## src/inc/rfc_cfg.svh

```systemverilog
// Register map, reset values, field positions and counts of the RF config block.
// Assumes an AHB-Lite word bus; each register index sits at byte address index * 4.
`ifndef RFC_CFG_SVH
`define RFC_CFG_SVH

// ==========================================
// Register indices
`define RFC_IDX_RX_CFG 8'h26
`define RFC_IDX_N_ON 8'h27
`define RFC_IDX_P_UNMOD 8'h28
`define RFC_IDX_P_MOD 8'h29
`define RFC_IDX_TMODE 8'h2A
`define RFC_IDX_CTRL 8'h0C
`define RFC_IDX_AUX 8'h30
`define RFC_IDX_IRQ_ST 8'h31
`define RFC_IDX_IRQ_MASK 8'h32
`define RFC_IDX_TSTAT 8'h33
`define RFC_IDX_TCNT_LO 8'h34
`define RFC_IDX_TCNT_HI 8'h35

// ==========================================
// Reset values
`define RFC_RST_RX_CFG 8'h48
`define RFC_RST_N_ON 8'h88
`define RFC_RST_P_UNMOD 6'h20
`define RFC_RST_P_MOD 6'h20
`define RFC_RST_TMODE 8'h00

// ==========================================
// Field positions
`define RFC_RX_AMP_BIT 7
`define RFC_TMODE_AUTO 7
`define RFC_TMODE_RESTART 4
`define RFC_CTRL_HALT 7
`define RFC_CTRL_GO 6
`define RFC_AUX_INIT 0
`define RFC_AUX_MULTI 1
`define RFC_AUX_FORCE 2
`define RFC_AUX_SHORT 3
`define RFC_IRQ_EXPIRED 0
`define RFC_IRQ_ASTART 1
`define RFC_IRQ_ASTOP 2

// ==========================================
// Receiver gain in dB
`define RFC_GAIN_18 6'h12
`define RFC_GAIN_23 6'h17
`define RFC_GAIN_33 6'h21
`define RFC_GAIN_38 6'h26
`define RFC_GAIN_43 6'h2B
`define RFC_GAIN_48 6'h30

// ==========================================
// Received bits before an automatic stop
`define RFC_RX_BITS_SHORT 3'h5
`define RFC_RX_BITS_LONG 3'h4

`endif

```

## src/inc/rfc_pkg.sv

```systemverilog
// Types of the RF config block: state records of the register bank and the timer.
// Assumes rfc_cfg.svh for all numbers.
package rfc_pkg;

   // ==========================================
   // Register bank state
   typedef struct packed {
      logic [7:0] rf_cfg;
      logic [7:0] n_on;
      logic [5:0] p_unmod;
      logic [5:0] p_mod;
      logic [7:0] tmode;
      logic [3:0] aux;
      logic [2:0] irq_st;
      logic [2:0] irq_mask;
      logic ap_valid;
      logic ap_write;
      logic [7:0] ap_idx;
      logic rd_pend;
      logic hready;
      logic [31:0] hrdata;
      logic halt;
      logic go;
      logic field;
      logic armed;
      logic [2:0] bit_cnt;
      logic [3:0] n_unmod_o;
      logic [3:0] n_mod_o;
      logic [5:0] p_unmod_o;
      logic [5:0] p_mod_o;
      logic [5:0] gain_o;
      logic amp_o;
      logic irq_o;
   } rfc_state_t;

   // ==========================================
   // Timer state
   typedef struct packed {
      logic running;
      logic [15:0] count;
      logic expired;
   } rfc_tmr_state_t;

endpackage
```

## src/core/rfc_regs.sv

```systemverilog
// Receiver gain, antenna driver conductance and timer mode registers on AHB-Lite.
// Assumes one clock, synchronous inputs and a single AHB-Lite master.
// Operation
// - Receiver config byte, 0x26, reset 0x48.
// - Gain codes map to 18 through 48 dB.
// - Amp enable bit switches level detector amplifier.
// - N-driver on conductance byte, 0x27, reset 0x88.
// - On values only while an antenna drives.
// - Soft power-down forces conductance top bits high, except P modulation under forced full-depth ASK.
// - P unmodulated conductance, 0x28, reset 0x20.
// - P modulation conductance, 0x29, reset 0x20.
// - Forced full-depth ASK ignores P modulation value.
// - Timer mode byte, 0x2A, reset 0x00.
// - Auto start on transmit end, field on.
// - Short modes stop timer after fifth bit.
// - Other modes stop timer after fourth bit.
// - Multi-frame receive: only halt request stops.
// - Auto start clear: protocol leaves timer alone.
// - No restart: count to zero, flag expiry.
//
// Design decision made here: the AHB-Lite register port.
`include "rfc_cfg.svh"
`timescale 1ns/10ps
module rfc_regs (
   input wire logic CLOCK,
   input wire logic RSTN,
   input wire logic HSEL,
   input wire logic [11:0] HADDR,
   input wire logic [1:0] HTRANS,
   input wire logic HWRITE,
   input wire logic [2:0] HSIZE,
   input wire logic [31:0] HWDATA,
   input wire logic HREADY,
   output logic HREADYOUT,
   output logic [31:0] HRDATA,
   output logic HRESP,
   input wire logic SOFT_PWRDN,
   input wire logic ANTENNA_DRIVE_ONE,
   input wire logic ANTENNA_DRIVE_TWO,
   input wire logic [7:0] N_DRIVER_OFF_CONDUCTANCE,
   input wire logic TX_END,
   input wire logic FIELD_ON,
   input wire logic RX_BIT,
   input wire logic TIMER_TICK,
   input wire logic [15:0] TIMER_RELOAD,
   output logic DETECTOR_AMP_ENABLE,
   output logic [5:0] RX_GAIN_DB,
   output logic [3:0] DETECTOR_SENSITIVITY,
   output logic [3:0] N_UNMOD_CONDUCTANCE,
   output logic [3:0] N_MOD_CONDUCTANCE,
   output logic [5:0] P_UNMOD_CONDUCTANCE,
   output logic [5:0] P_MOD_CONDUCTANCE,
   output logic [1:0] TIMER_GATE_SELECT,
   output logic [3:0] TIMER_PRESCALE_UPPER,
   output logic TIMER_RUNNING,
   output logic IRQ
);
   rfc_pkg::rfc_state_t q, d;
   logic tmr_start;
   logic tmr_stop;
   logic tmr_running;
   logic [15:0] tmr_count;
   logic tmr_expired;
   logic auto_start;
   logic auto_stop;
   logic field_rise;
   logic [2:0] need_bits;
   logic drivers_on;
   logic [7:0] n_sel;

   // ==========================================
   // Gain code to dB
   function automatic logic [5:0] gain_db(input logic [2:0] code);
      unique case (code)
         3'h0, 3'h2: gain_db = `RFC_GAIN_18;
         3'h1, 3'h3: gain_db = `RFC_GAIN_23;
         3'h4: gain_db = `RFC_GAIN_33;
         3'h5: gain_db = `RFC_GAIN_38;
         3'h6: gain_db = `RFC_GAIN_43;
         3'h7: gain_db = `RFC_GAIN_48;
      endcase
   endfunction

   // ==========================================
   // Protocol events steering the timer
   always_comb begin
      field_rise = FIELD_ON && !q.field;
      auto_start = q.tmode[`RFC_TMODE_AUTO] &&
         (TX_END || (q.aux[`RFC_AUX_INIT] && field_rise));
      need_bits = q.aux[`RFC_AUX_SHORT] ? `RFC_RX_BITS_SHORT : `RFC_RX_BITS_LONG;
      auto_stop = q.armed && RX_BIT && q.tmode[`RFC_TMODE_AUTO] &&
         !q.aux[`RFC_AUX_MULTI] && (q.bit_cnt + 3'h1 == need_bits);
      tmr_start = auto_start || q.go;
      tmr_stop = auto_stop || q.halt;
      drivers_on = ANTENNA_DRIVE_ONE || ANTENNA_DRIVE_TWO;
      n_sel = drivers_on ? q.n_on : N_DRIVER_OFF_CONDUCTANCE;
   end

   // ==========================================
   // Next state of bank, bus slave and outputs
   always_comb begin
      d = q;
      d.halt = 1'b0;
      d.go = 1'b0;
      d.field = FIELD_ON;
      // Write data phase
      if (q.ap_valid && q.ap_write && q.hready) begin
         unique case (q.ap_idx)
            `RFC_IDX_RX_CFG: d.rf_cfg = HWDATA[7:0];
            `RFC_IDX_N_ON: d.n_on = HWDATA[7:0];
            `RFC_IDX_P_UNMOD: d.p_unmod = HWDATA[5:0];
            `RFC_IDX_P_MOD: d.p_mod = HWDATA[5:0];
            `RFC_IDX_TMODE: d.tmode = HWDATA[7:0];
            `RFC_IDX_CTRL: begin
               d.halt = HWDATA[`RFC_CTRL_HALT];
               d.go = HWDATA[`RFC_CTRL_GO];
            end
            `RFC_IDX_AUX: d.aux = HWDATA[3:0];
            `RFC_IDX_IRQ_MASK: d.irq_mask = HWDATA[2:0];
            default: d.aux = q.aux;
         endcase
      end
      // Sticky events, set wins over write-one-to-clear
      if (q.ap_valid && q.ap_write && q.hready && q.ap_idx == `RFC_IDX_IRQ_ST) begin
         d.irq_st = q.irq_st & ~HWDATA[2:0];
      end
      d.irq_st[`RFC_IRQ_EXPIRED] = d.irq_st[`RFC_IRQ_EXPIRED] | tmr_expired;
      d.irq_st[`RFC_IRQ_ASTART] = d.irq_st[`RFC_IRQ_ASTART] | auto_start;
      d.irq_st[`RFC_IRQ_ASTOP] = d.irq_st[`RFC_IRQ_ASTOP] | auto_stop;
      // Read data phase, one wait state
      if (q.rd_pend) begin
         d.rd_pend = 1'b0;
         d.hready = 1'b1;
         d.hrdata = 32'h0000_0000;
         unique case (q.ap_idx)
            `RFC_IDX_RX_CFG: d.hrdata[7:0] = q.rf_cfg;
            `RFC_IDX_N_ON: d.hrdata[7:0] = q.n_on;
            `RFC_IDX_P_UNMOD: d.hrdata[5:0] = q.p_unmod;
            `RFC_IDX_P_MOD: d.hrdata[5:0] = q.p_mod;
            `RFC_IDX_TMODE: d.hrdata[7:0] = q.tmode;
            `RFC_IDX_AUX: d.hrdata[3:0] = q.aux;
            `RFC_IDX_IRQ_ST: d.hrdata[2:0] = q.irq_st;
            `RFC_IDX_IRQ_MASK: d.hrdata[2:0] = q.irq_mask;
            `RFC_IDX_TSTAT: d.hrdata[0] = tmr_running;
            `RFC_IDX_TCNT_LO: d.hrdata[7:0] = tmr_count[7:0];
            `RFC_IDX_TCNT_HI: d.hrdata[7:0] = tmr_count[15:8];
            default: d.hrdata = 32'h0000_0000;
         endcase
      end
      // Address phase
      if (HREADY) begin
         d.ap_valid = HSEL && HTRANS[1];
         d.ap_write = HWRITE;
         d.ap_idx = HADDR[9:2];
         if (HSEL && HTRANS[1] && !HWRITE) begin
            d.rd_pend = 1'b1;
            d.hready = 1'b0;
         end
      end
      // Received-bit counter for the automatic stop
      if (tmr_start) begin
         d.armed = !q.aux[`RFC_AUX_MULTI];
         d.bit_cnt = 3'h0;
      end else if (auto_stop || q.halt) begin
         d.armed = 1'b0;
      end else if (q.armed && RX_BIT) begin
         d.bit_cnt = q.bit_cnt + 3'h1;
      end
      // Driver outputs
      d.amp_o = q.rf_cfg[`RFC_RX_AMP_BIT];
      d.gain_o = gain_db(q.rf_cfg[6:4]);
      d.n_unmod_o = n_sel[7:4];
      d.n_mod_o = n_sel[3:0];
      d.p_unmod_o = q.p_unmod;
      d.p_mod_o = q.aux[`RFC_AUX_FORCE] ? 6'h00 : q.p_mod;
      if (SOFT_PWRDN) begin
         d.n_unmod_o[3] = 1'b1;
         d.n_mod_o[3] = 1'b1;
         d.p_unmod_o[5] = 1'b1;
         if (!q.aux[`RFC_AUX_FORCE]) begin
            d.p_mod_o[5] = 1'b1;
         end
      end
      d.irq_o = |(q.irq_st & q.irq_mask);
   end

   // ==========================================
   // State register with documented resets
   always_ff @(posedge CLOCK) begin
      if (!RSTN) begin
         q <= '0;
         q.rf_cfg <= `RFC_RST_RX_CFG;
         q.n_on <= `RFC_RST_N_ON;
         q.p_unmod <= `RFC_RST_P_UNMOD;
         q.p_mod <= `RFC_RST_P_MOD;
         q.tmode <= `RFC_RST_TMODE;
         q.hready <= 1'b1;
      end else begin
         q <= d;
      end
   end

   // ==========================================
   // Timer
   rfc_timer u_timer (
      .clock(CLOCK),
      .rst_n(RSTN),
      .start(tmr_start),
      .stop(tmr_stop),
      .tick(TIMER_TICK),
      .reload(TIMER_RELOAD),
      .repeat_en(q.tmode[`RFC_TMODE_RESTART]),
      .running(tmr_running),
      .count(tmr_count),
      .expired(tmr_expired)
   );

   // Outputs straight from flip-flops
   assign HREADYOUT = q.hready;
   assign HRDATA = q.hrdata;
   assign HRESP = 1'b0;
   assign DETECTOR_AMP_ENABLE = q.amp_o;
   assign RX_GAIN_DB = q.gain_o;
   assign DETECTOR_SENSITIVITY = q.rf_cfg[3:0];
   assign N_UNMOD_CONDUCTANCE = q.n_unmod_o;
   assign N_MOD_CONDUCTANCE = q.n_mod_o;
   assign P_UNMOD_CONDUCTANCE = q.p_unmod_o;
   assign P_MOD_CONDUCTANCE = q.p_mod_o;
   assign TIMER_GATE_SELECT = q.tmode[6:5];
   assign TIMER_PRESCALE_UPPER = q.tmode[3:0];
   assign TIMER_RUNNING = tmr_running;
   assign IRQ = q.irq_o;
endmodule

```

## src/core/rfc_timer.sv

```systemverilog
// Down-counting protocol timer of the RF config block.
// Assumes start and stop pulses from the register bank and a tick per timer period.
`timescale 1ns/10ps
module rfc_timer (
   input wire logic clock,
   input wire logic rst_n,
   input wire logic start,
   input wire logic stop,
   input wire logic tick,
   input wire logic [15:0] reload,
   input wire logic repeat_en,
   output logic running,
   output logic [15:0] count,
   output logic expired
);
   rfc_pkg::rfc_tmr_state_t q, d;

   // ==========================================
   // Next state: stop beats start, start beats counting
   always_comb begin
      d = q;
      d.expired = 1'b0;
      if (stop) begin
         d.running = 1'b0;
      end else if (start) begin
         d.running = 1'b1;
         d.count = reload;
      end else if (q.running && tick) begin
         if (q.count == 16'h0000) begin
            if (repeat_en) begin
               d.count = reload;
            end else begin
               d.running = 1'b0;
               d.expired = 1'b1;
            end
         end else begin
            d.count = q.count - 16'h0001;
         end
      end
   end

   // State register
   always_ff @(posedge clock) begin
      if (!rst_n) begin
         q <= '0;
      end else begin
         q <= d;
      end
   end

   assign running = q.running;
   assign count = q.count;
   assign expired = q.expired;
endmodule

```

## config.mk

```make
export PLATFORM = sky130hd
export DESIGN_NAME = rfc_regs
export DESIGN_NICKNAME = d
export VERILOG_FILES = /design/src/inc/rfc_pkg.sv /design/src/core/rfc_regs.sv /design/src/core/rfc_timer.sv
export VERILOG_INCLUDE_DIRS = /design/src /design/src/inc
export SDC_FILE = /design/constraint.sdc
export NUM_CORES = 1
export LEC_CHECK = 0
export BUFFER_PORTS_ARGS = -buffer_cell sky130_fd_sc_hd__buf_2
export CAP_MARGIN = 20
export CORE_ASPECT_RATIO = 0.5
export CORE_MARGIN = 2
export CORE_UTILIZATION = 30
export DETAILED_ROUTE_END_ITERATION = 16
export PLACE_DENSITY = 0.57
export SLEW_MARGIN = 20
export SYNTH_ARGS = -nofsm -noshare
export SYNTH_HDL_FRONTEND = slang
export SYNTH_HIERARCHICAL = 1
export SYNTH_SLANG_ARGS = --single-unit
```

## constraint.sdc

```tcl
create_clock -name CLOCK -period 3 [get_ports CLOCK]
set_clock_uncertainty 0.15 [all_clocks]
set_input_delay 0.45 -clock CLOCK [delete_from_list [all_inputs] [get_ports CLOCK]]
set_output_delay 0.45 -clock CLOCK [all_outputs]
set_load 0.03 [all_outputs]
```

### Word level (Yosys, flattened, before mapping)

Memories as Yosys holds them, arrays and structs flattened. A register that Yosys moved wholly into a read port is not among the register bits.
Cells that the tools add are included.

| word-level totals | value |
|---|---|
| register bits after elaboration | 113 |
| input port bits | 85 |
| output and inout bits | 73 |
| word-level logic and storage cells | 127 |
| memories kept | 1 |
| memory bits (read-only) | 48 |

Memories:

| memory | depth | bits a word | read ports | clocked after Yosys merged registers in | wr ports | RTL line | RTL |
|---|---|---|---|---|---|---|---|
| (name not given) | 8 | 6 | 1 | 1 | 0 | rfc_regs.sv:74 | `unique case (code)` |

| cells by class | value |
|---|---|
| reduce and logical (&&, ||, !) cells | 41 |
| $add $sub $neg | 2 |
| bitwise operators | 10 |
| eq/ne operators | 15 |
| multiplexer cells | 29 |

Operator list:

| cell | count |
|---|---|
| $eq A8 B6 Y1 const B | 11 |
| $mux W33 | 1 |
| $mux W16 | 2 |
| $pmux W2 S10 | 1 |
| $mux W18 | 1 |
| $mux W17 | 1 |
| $logic_not A16 Y1 | 1 |
| $reduce_and A2 Y1 | 8 |
| $sub A16 B1 Y16 const B | 1 |
| $pmux W2 S7 | 1 |
| $logic_and A1 B1 Y1 | 13 |
| $mux W1 | 11 |
| $pmux W1 S11 | 1 |
| $pmux W2 S5 | 1 |
| $mux W3 | 3 |
| $reduce_and A3 Y1 | 3 |
| $eq A8 B4 Y1 const B | 1 |
| $mux W8 | 1 |
| $pmux W1 S8 | 1 |
| $and A3 B3 Y3 | 2 |
| $mux W6 | 1 |
| $reduce_bool A2 Y1 | 3 |
| $reduce_or A2 Y1 | 3 |
| $reduce_or A5 Y1 | 1 |
| other kinds (12) | 24 |

### Longest topological paths before layout

| logic depth | value |
|---|---|
| depth after elaboration | 8 |
| depth in mapped cells | 10 |
| depth with buffers taken out | 9 |

### Hierarchy

Netlist, hierarchy kept.

By module, submodules not included:

| module | sequential area each (um2) | cells an instance | instances | area an instance (um2) |
|---|---|---|---|---|
| rfc_regs | 2021.9 | 537 | 1 | 4962.3 |
| rfc_timer | 360.3 | 152 | 1 | 1256.2 |

### Worst setup path after synthesis

No wires, ideal clock.

| timing path | value |
|---|---|
| path type | register -> register |
| from | register q[28] in the netlist's numbering |
| to | register u_timer.q (netlist bit u_timer/count[2]) |
| path buffers | 0 |
| data required time | 2.726 ns |
| setup time | 0.124 ns |
| cell stages (with the launch flop) | 10 |
| arrival | 2.231 ns |
| setup slack | 0.495 ns |
| clock period less this slack | 2.505 ns |
| cells stage by stage | dfxtp_1 ha_1 or3b_2 nor4b_1 nor2_1 inv_1 nand2b_1 o31ai_2 nand2_2 o22ai_1 |

| on the way | value |
|---|---|
| word-level cells in the longest chain between the ends | 6 |

RTL lines:

| element | RTL line | RTL |
|---|---|---|
| from (decl) | rfc_regs.sv:58 | `rfc_pkg::rfc_state_t q, d;` |
| $add A3 B1 Y3 | rfc_regs.sv:92 | `` !q.aux[`RFC_AUX_MULTI] && (q.bit_cnt + 3'h1 == need_bits); `` |
| $eq A3 B3 Y1 | rfc_regs.sv:92 |  |
| $logic_and A1 B1 Y1 | rfc_regs.sv:91 | `` auto_stop = q.armed && RX_BIT && q.tmode[`RFC_TMODE_AUTO] && `` |
| $logic_or A1 B1 Y1 | rfc_regs.sv:94 | `tmr_stop = auto_stop \|\| q.halt;` |
| named net tmr_stop | rfc_regs.sv:60 | `logic tmr_stop;` |
| $not A1 Y1 (no source line) | -- |  |
| $reduce_and A3 Y1 (no source line) | -- |  |
| to (signal assigned) | rfc_timer.sv:45 | `q <= '0;` |
| to (signal assigned) | rfc_timer.sv:47 | `q <= d;` |
| to (decl) | rfc_timer.sv:16 | `rfc_pkg::rfc_tmr_state_t q, d;` |

The timed path passes the listed nets, and every way through them passes these cells.
A chain may end at the register's enable or synchronous reset.

### Worst setup path in the final report

| timing path | value |
|---|---|
| from | register q[28] in the netlist's numbering |
| to | register u_timer.q (netlist bit u_timer/count[3]) |

The elaborated chain is that of the path after synthesis.

==> impl_metrics.env <==
export IMPL_ir_worst_vdd_uv=284
export IMPL_syn_area_um2=6220
export IMPL_p_comb_share_pct=6.2
export IMPL_intPower_uw=2940
export IMPL_clkPwrFrac_pct=52.1
export IMPL_holdBufCountCts=0
export IMPL_cts_root_buf="clkbuf_16"
export IMPL_die_h_um=106
export IMPL_gp_congestion=0.858
export IMPL_hold_path_end="q[68]"
export IMPL_maxCapViolations=0
export IMPL_ioPinCount=158
export IMPL_cts_setup_buffers=0
export IMPL_rr_endpoint="u_timer/count[3]"
export IMPL_fin_setup_tns_ps=0
export IMPL_rsz0062_at_grt="no"
export IMPL_first_pass_iters=5
export IMPL_cts_sinks=119
export IMPL_critPathCaptureType="flop"
export IMPL_path_max_fanout=10
export IMPL_async_reset_ff_share_pct=0
export IMPL_initial_core_util_pct=30.5
export IMPL_overflow=0
export IMPL_clk_pin_slew_ps=60
export IMPL_synth_cells=689
export IMPL_seqPwrFrac_pct=41.7
export IMPL_ys_ff_latch=119
export IMPL_io_buffers=100
export IMPL_synth_warning_count=6
export IMPL_fmax_mhz=357
export IMPL_finalHoldViolations=0
export IMPL_drt_initial_drc_count=397
export IMPL_core_region_area_um2=20400
export IMPL_top_layer="met4"
export IMPL_worstHoldStart="HWRITE"
export IMPL_crit_type="reg -> reg"
export IMPL_seq_area_frac_synth_pct=38.3
export IMPL_grt_total_usage_pct=15.3
export IMPL_final_nets=826
export IMPL_slew_viol_final=0
export IMPL_place_ws_ps=239
export IMPL_netlist_top_cell_by_area="dfxtp_1"
export IMPL_grt_pass1_vias=4688
export IMPL_reg2reg_slack_ps=200
export IMPL_post_route_period_util_pct=93.3
export IMPL_min_path_type="in -> reg"
export IMPL_num_rows=37
export IMPL_routed_wl_mm=16.7
export IMPL_h_tree_depth=4
export IMPL_worstRegToRegCells=9
export IMPL_synth_common_cells="119 x dfxtp_1, 71 x buf_4, 67 x mux2i_1"
export IMPL_swShare_pct=23.9
export IMPL_cts_resized=0
export IMPL_leakage_uw=0.00297
export IMPL_min_period_ps=2800
export IMPL_hold_depth=2
export IMPL_area_growth_pct=14.6
export IMPL_die_area_um2=22000
export IMPL_wl_met2_mm=7.47
export IMPL_worst_pin_slew_ps=857
export IMPL_synthFlopType="dfxtp_1"
export IMPL_synthMostInstantiatedCell="dfxtp_1"
export IMPL_cts_max_path_buffers=2
export IMPL_syn_area_per_cell_um2=9.03
export IMPL_rr_startpoint="q[28]"
export IMPL_ys_types=76
export IMPL_clock_latency_ps=420
export IMPL_ys_top_cells_by_area="dfxtp_1 38%, mux2i_1 11%, buf_4 8.6%"
export IMPL_dr_wl_met3_um=925
export IMPL_layout_setup_ws_ps=200
export IMPL_vias=4851
export IMPL_diodes=0
export IMPL_ant_nets=0
export IMPL_cp_arrival_ps=2950
export IMPL_synth_edf_count=0
export IMPL_grt_pass1_wl_mm=26.1
export IMPL_switchingPower_uw=926
export IMPL_status="complete, no violations"
export IMPL_synth_top_area_share_pct=38.3
export IMPL_grt_start_max_net_pins=107
export IMPL_viasPerCell=4.75
export IMPL_drive_above_1_share_pct=22.6
export IMPL_cellPowerDensity_nw_per_um2=542
export IMPL_numCtsBuffers=17
export IMPL_dp_final_hpwl_mm=12.3
export IMPL_wl_met1_mm=8.19
export IMPL_drcViolationCount=0
export IMPL_cp_start_kind="flop"
export IMPL_fin_util_pct=34.9
export IMPL_cp_required_ps=3150
export IMPL_die_w_um=208
export IMPL_setup_viol=0
export IMPL_cts_tree="done"
export IMPL_slew_headroom_pct=42.5
export IMPL_antenna_found_initial=0
export IMPL_wire_per_inst_um=16.4
-- per-layer routing --
| layer | GRT usage [%] | vias to the layer above |
|---|---|---|
| met2 | 24.2 | 141 |
| met1 | 20.7 | 2301 |
| met4 | 3.70 | 0 |
| met5 | 0 | - |
| met3 | 4.17 | 11 |
| li1 | - | 2398 |
-- cells by family (layout without fill, tap and decap cells) --
group / Yosys count / in the layout / share of synthesized area [%]
and+or+nand+nor: 242 / 242 / 22.3
other: 1 / 25 / 0.0603
DFF: 119 / 119 / 38.3
buffers and inverters: 119 / 155 / 12.0
AOI/OAI and AO/OA: 125 / 125 / 13.8
muxes: 68 / 68 / 11.1
xor gates and xnor gates: 10 / 10 / 1.41
adders and majority gates: 5 / 5 / 1.01
-- registers in the layout, indices dropped and copies added, names as in the netlist, 2 cells and up --
signal                cells
q                        48
u_timer/count            16
HRDATA                    8
P_MOD_CONDUCTANCE         6
P_UNMOD_CONDUCTANCE       6
RX_GAIN_DB                6
d                         6
DETECTOR_SENSITIVITY      4
N_MOD_CONDUCTANCE         4
N_UNMOD_CONDUCTANCE       4
TIMER_PRESCALE_UPPER      4
TIMER_GATE_SELECT         2
-- worst max-delay path, stage by stage, from the launching register on --
cell and delay, ps:
dfxtp_1 340, ha_1 310, or3b_2 480, nor4b_1 410, nor2_1 120, inv_1 90
nand2b_1 170, o31ai_2 210, nand2_2 270, o22ai_1 120
-- power by group through the flow --
stage	registers (uW)	logic, uW	clock network [uW]
2_1_floorplan	1640	195	0
3_3_place_gp	1650	238	0
3_5_place_dp	1650	240	0
4_1_cts	1610	241	2050
5_1_grt	1610	258	2130
6_report	1610	239	2020
-- cell type report --
class	instances	area, um2
Clock inverter	11	125
Fill cell	2121	13300
Multi-Input combinational cell	475	3180
Tap cell	273	342
Clock buffer	21	460
Inverter	12	45.0
Sequential cell	119	2380
Timing Repair Buffer	111	596
-- how the worst max path moves through the flow --
| stage | from | end | depth (start not counted) |
|---|---|---|---|
| floorplan | q[28] | u_timer/count[2] | 9 |
| global placement | q[28] | u_timer/count[7] | 9 |
| detailed placement | q[28] | u_timer/count[2] | 9 |
| CTS | q[28] | u_timer/count[2] | 9 |
| global route | q[28] | u_timer/count[3] | 9 |
| finish | q[28] | u_timer/count[3] | 9 |
-- cells in the final DEF (no fill, tap or decap), drive strengths merged, types with 6 or more instances in the layout --
master	n
dfxtp	119
inv	12
a21boi	16
nor3	12
nor4	8
nand2	60
o22ai	11
and2	18
mux2i	67
a31oi	6
buf	111
nor2b	47
o21ai	25
or3	6
nand3	18
clkbuf	21
and3	6
nor2	30
a21oi	30
o21a	6
nand2b	6
a22oi	6
conb	25
-- metrics by stage --
| stage | hold WS [ps] | std cells | area, um2 | total power (uW) |
|---|---|---|---|---|
| after floorplan | 280 | 713 | 6310 | 1830 |
| after global placement | 300 | 990 | 6540 | 1880 |
| after detailed placement | 299 | 990 | 6540 | 1890 |
| after CTS | 61.5 | 1022 | 7130 | 3910 |
| after global routing | 56.6 | 1022 | 7130 | 4000 |
| final | 77.4 | 1022 | 7130 | 3870 |
(Power assumes the default switching activity.)
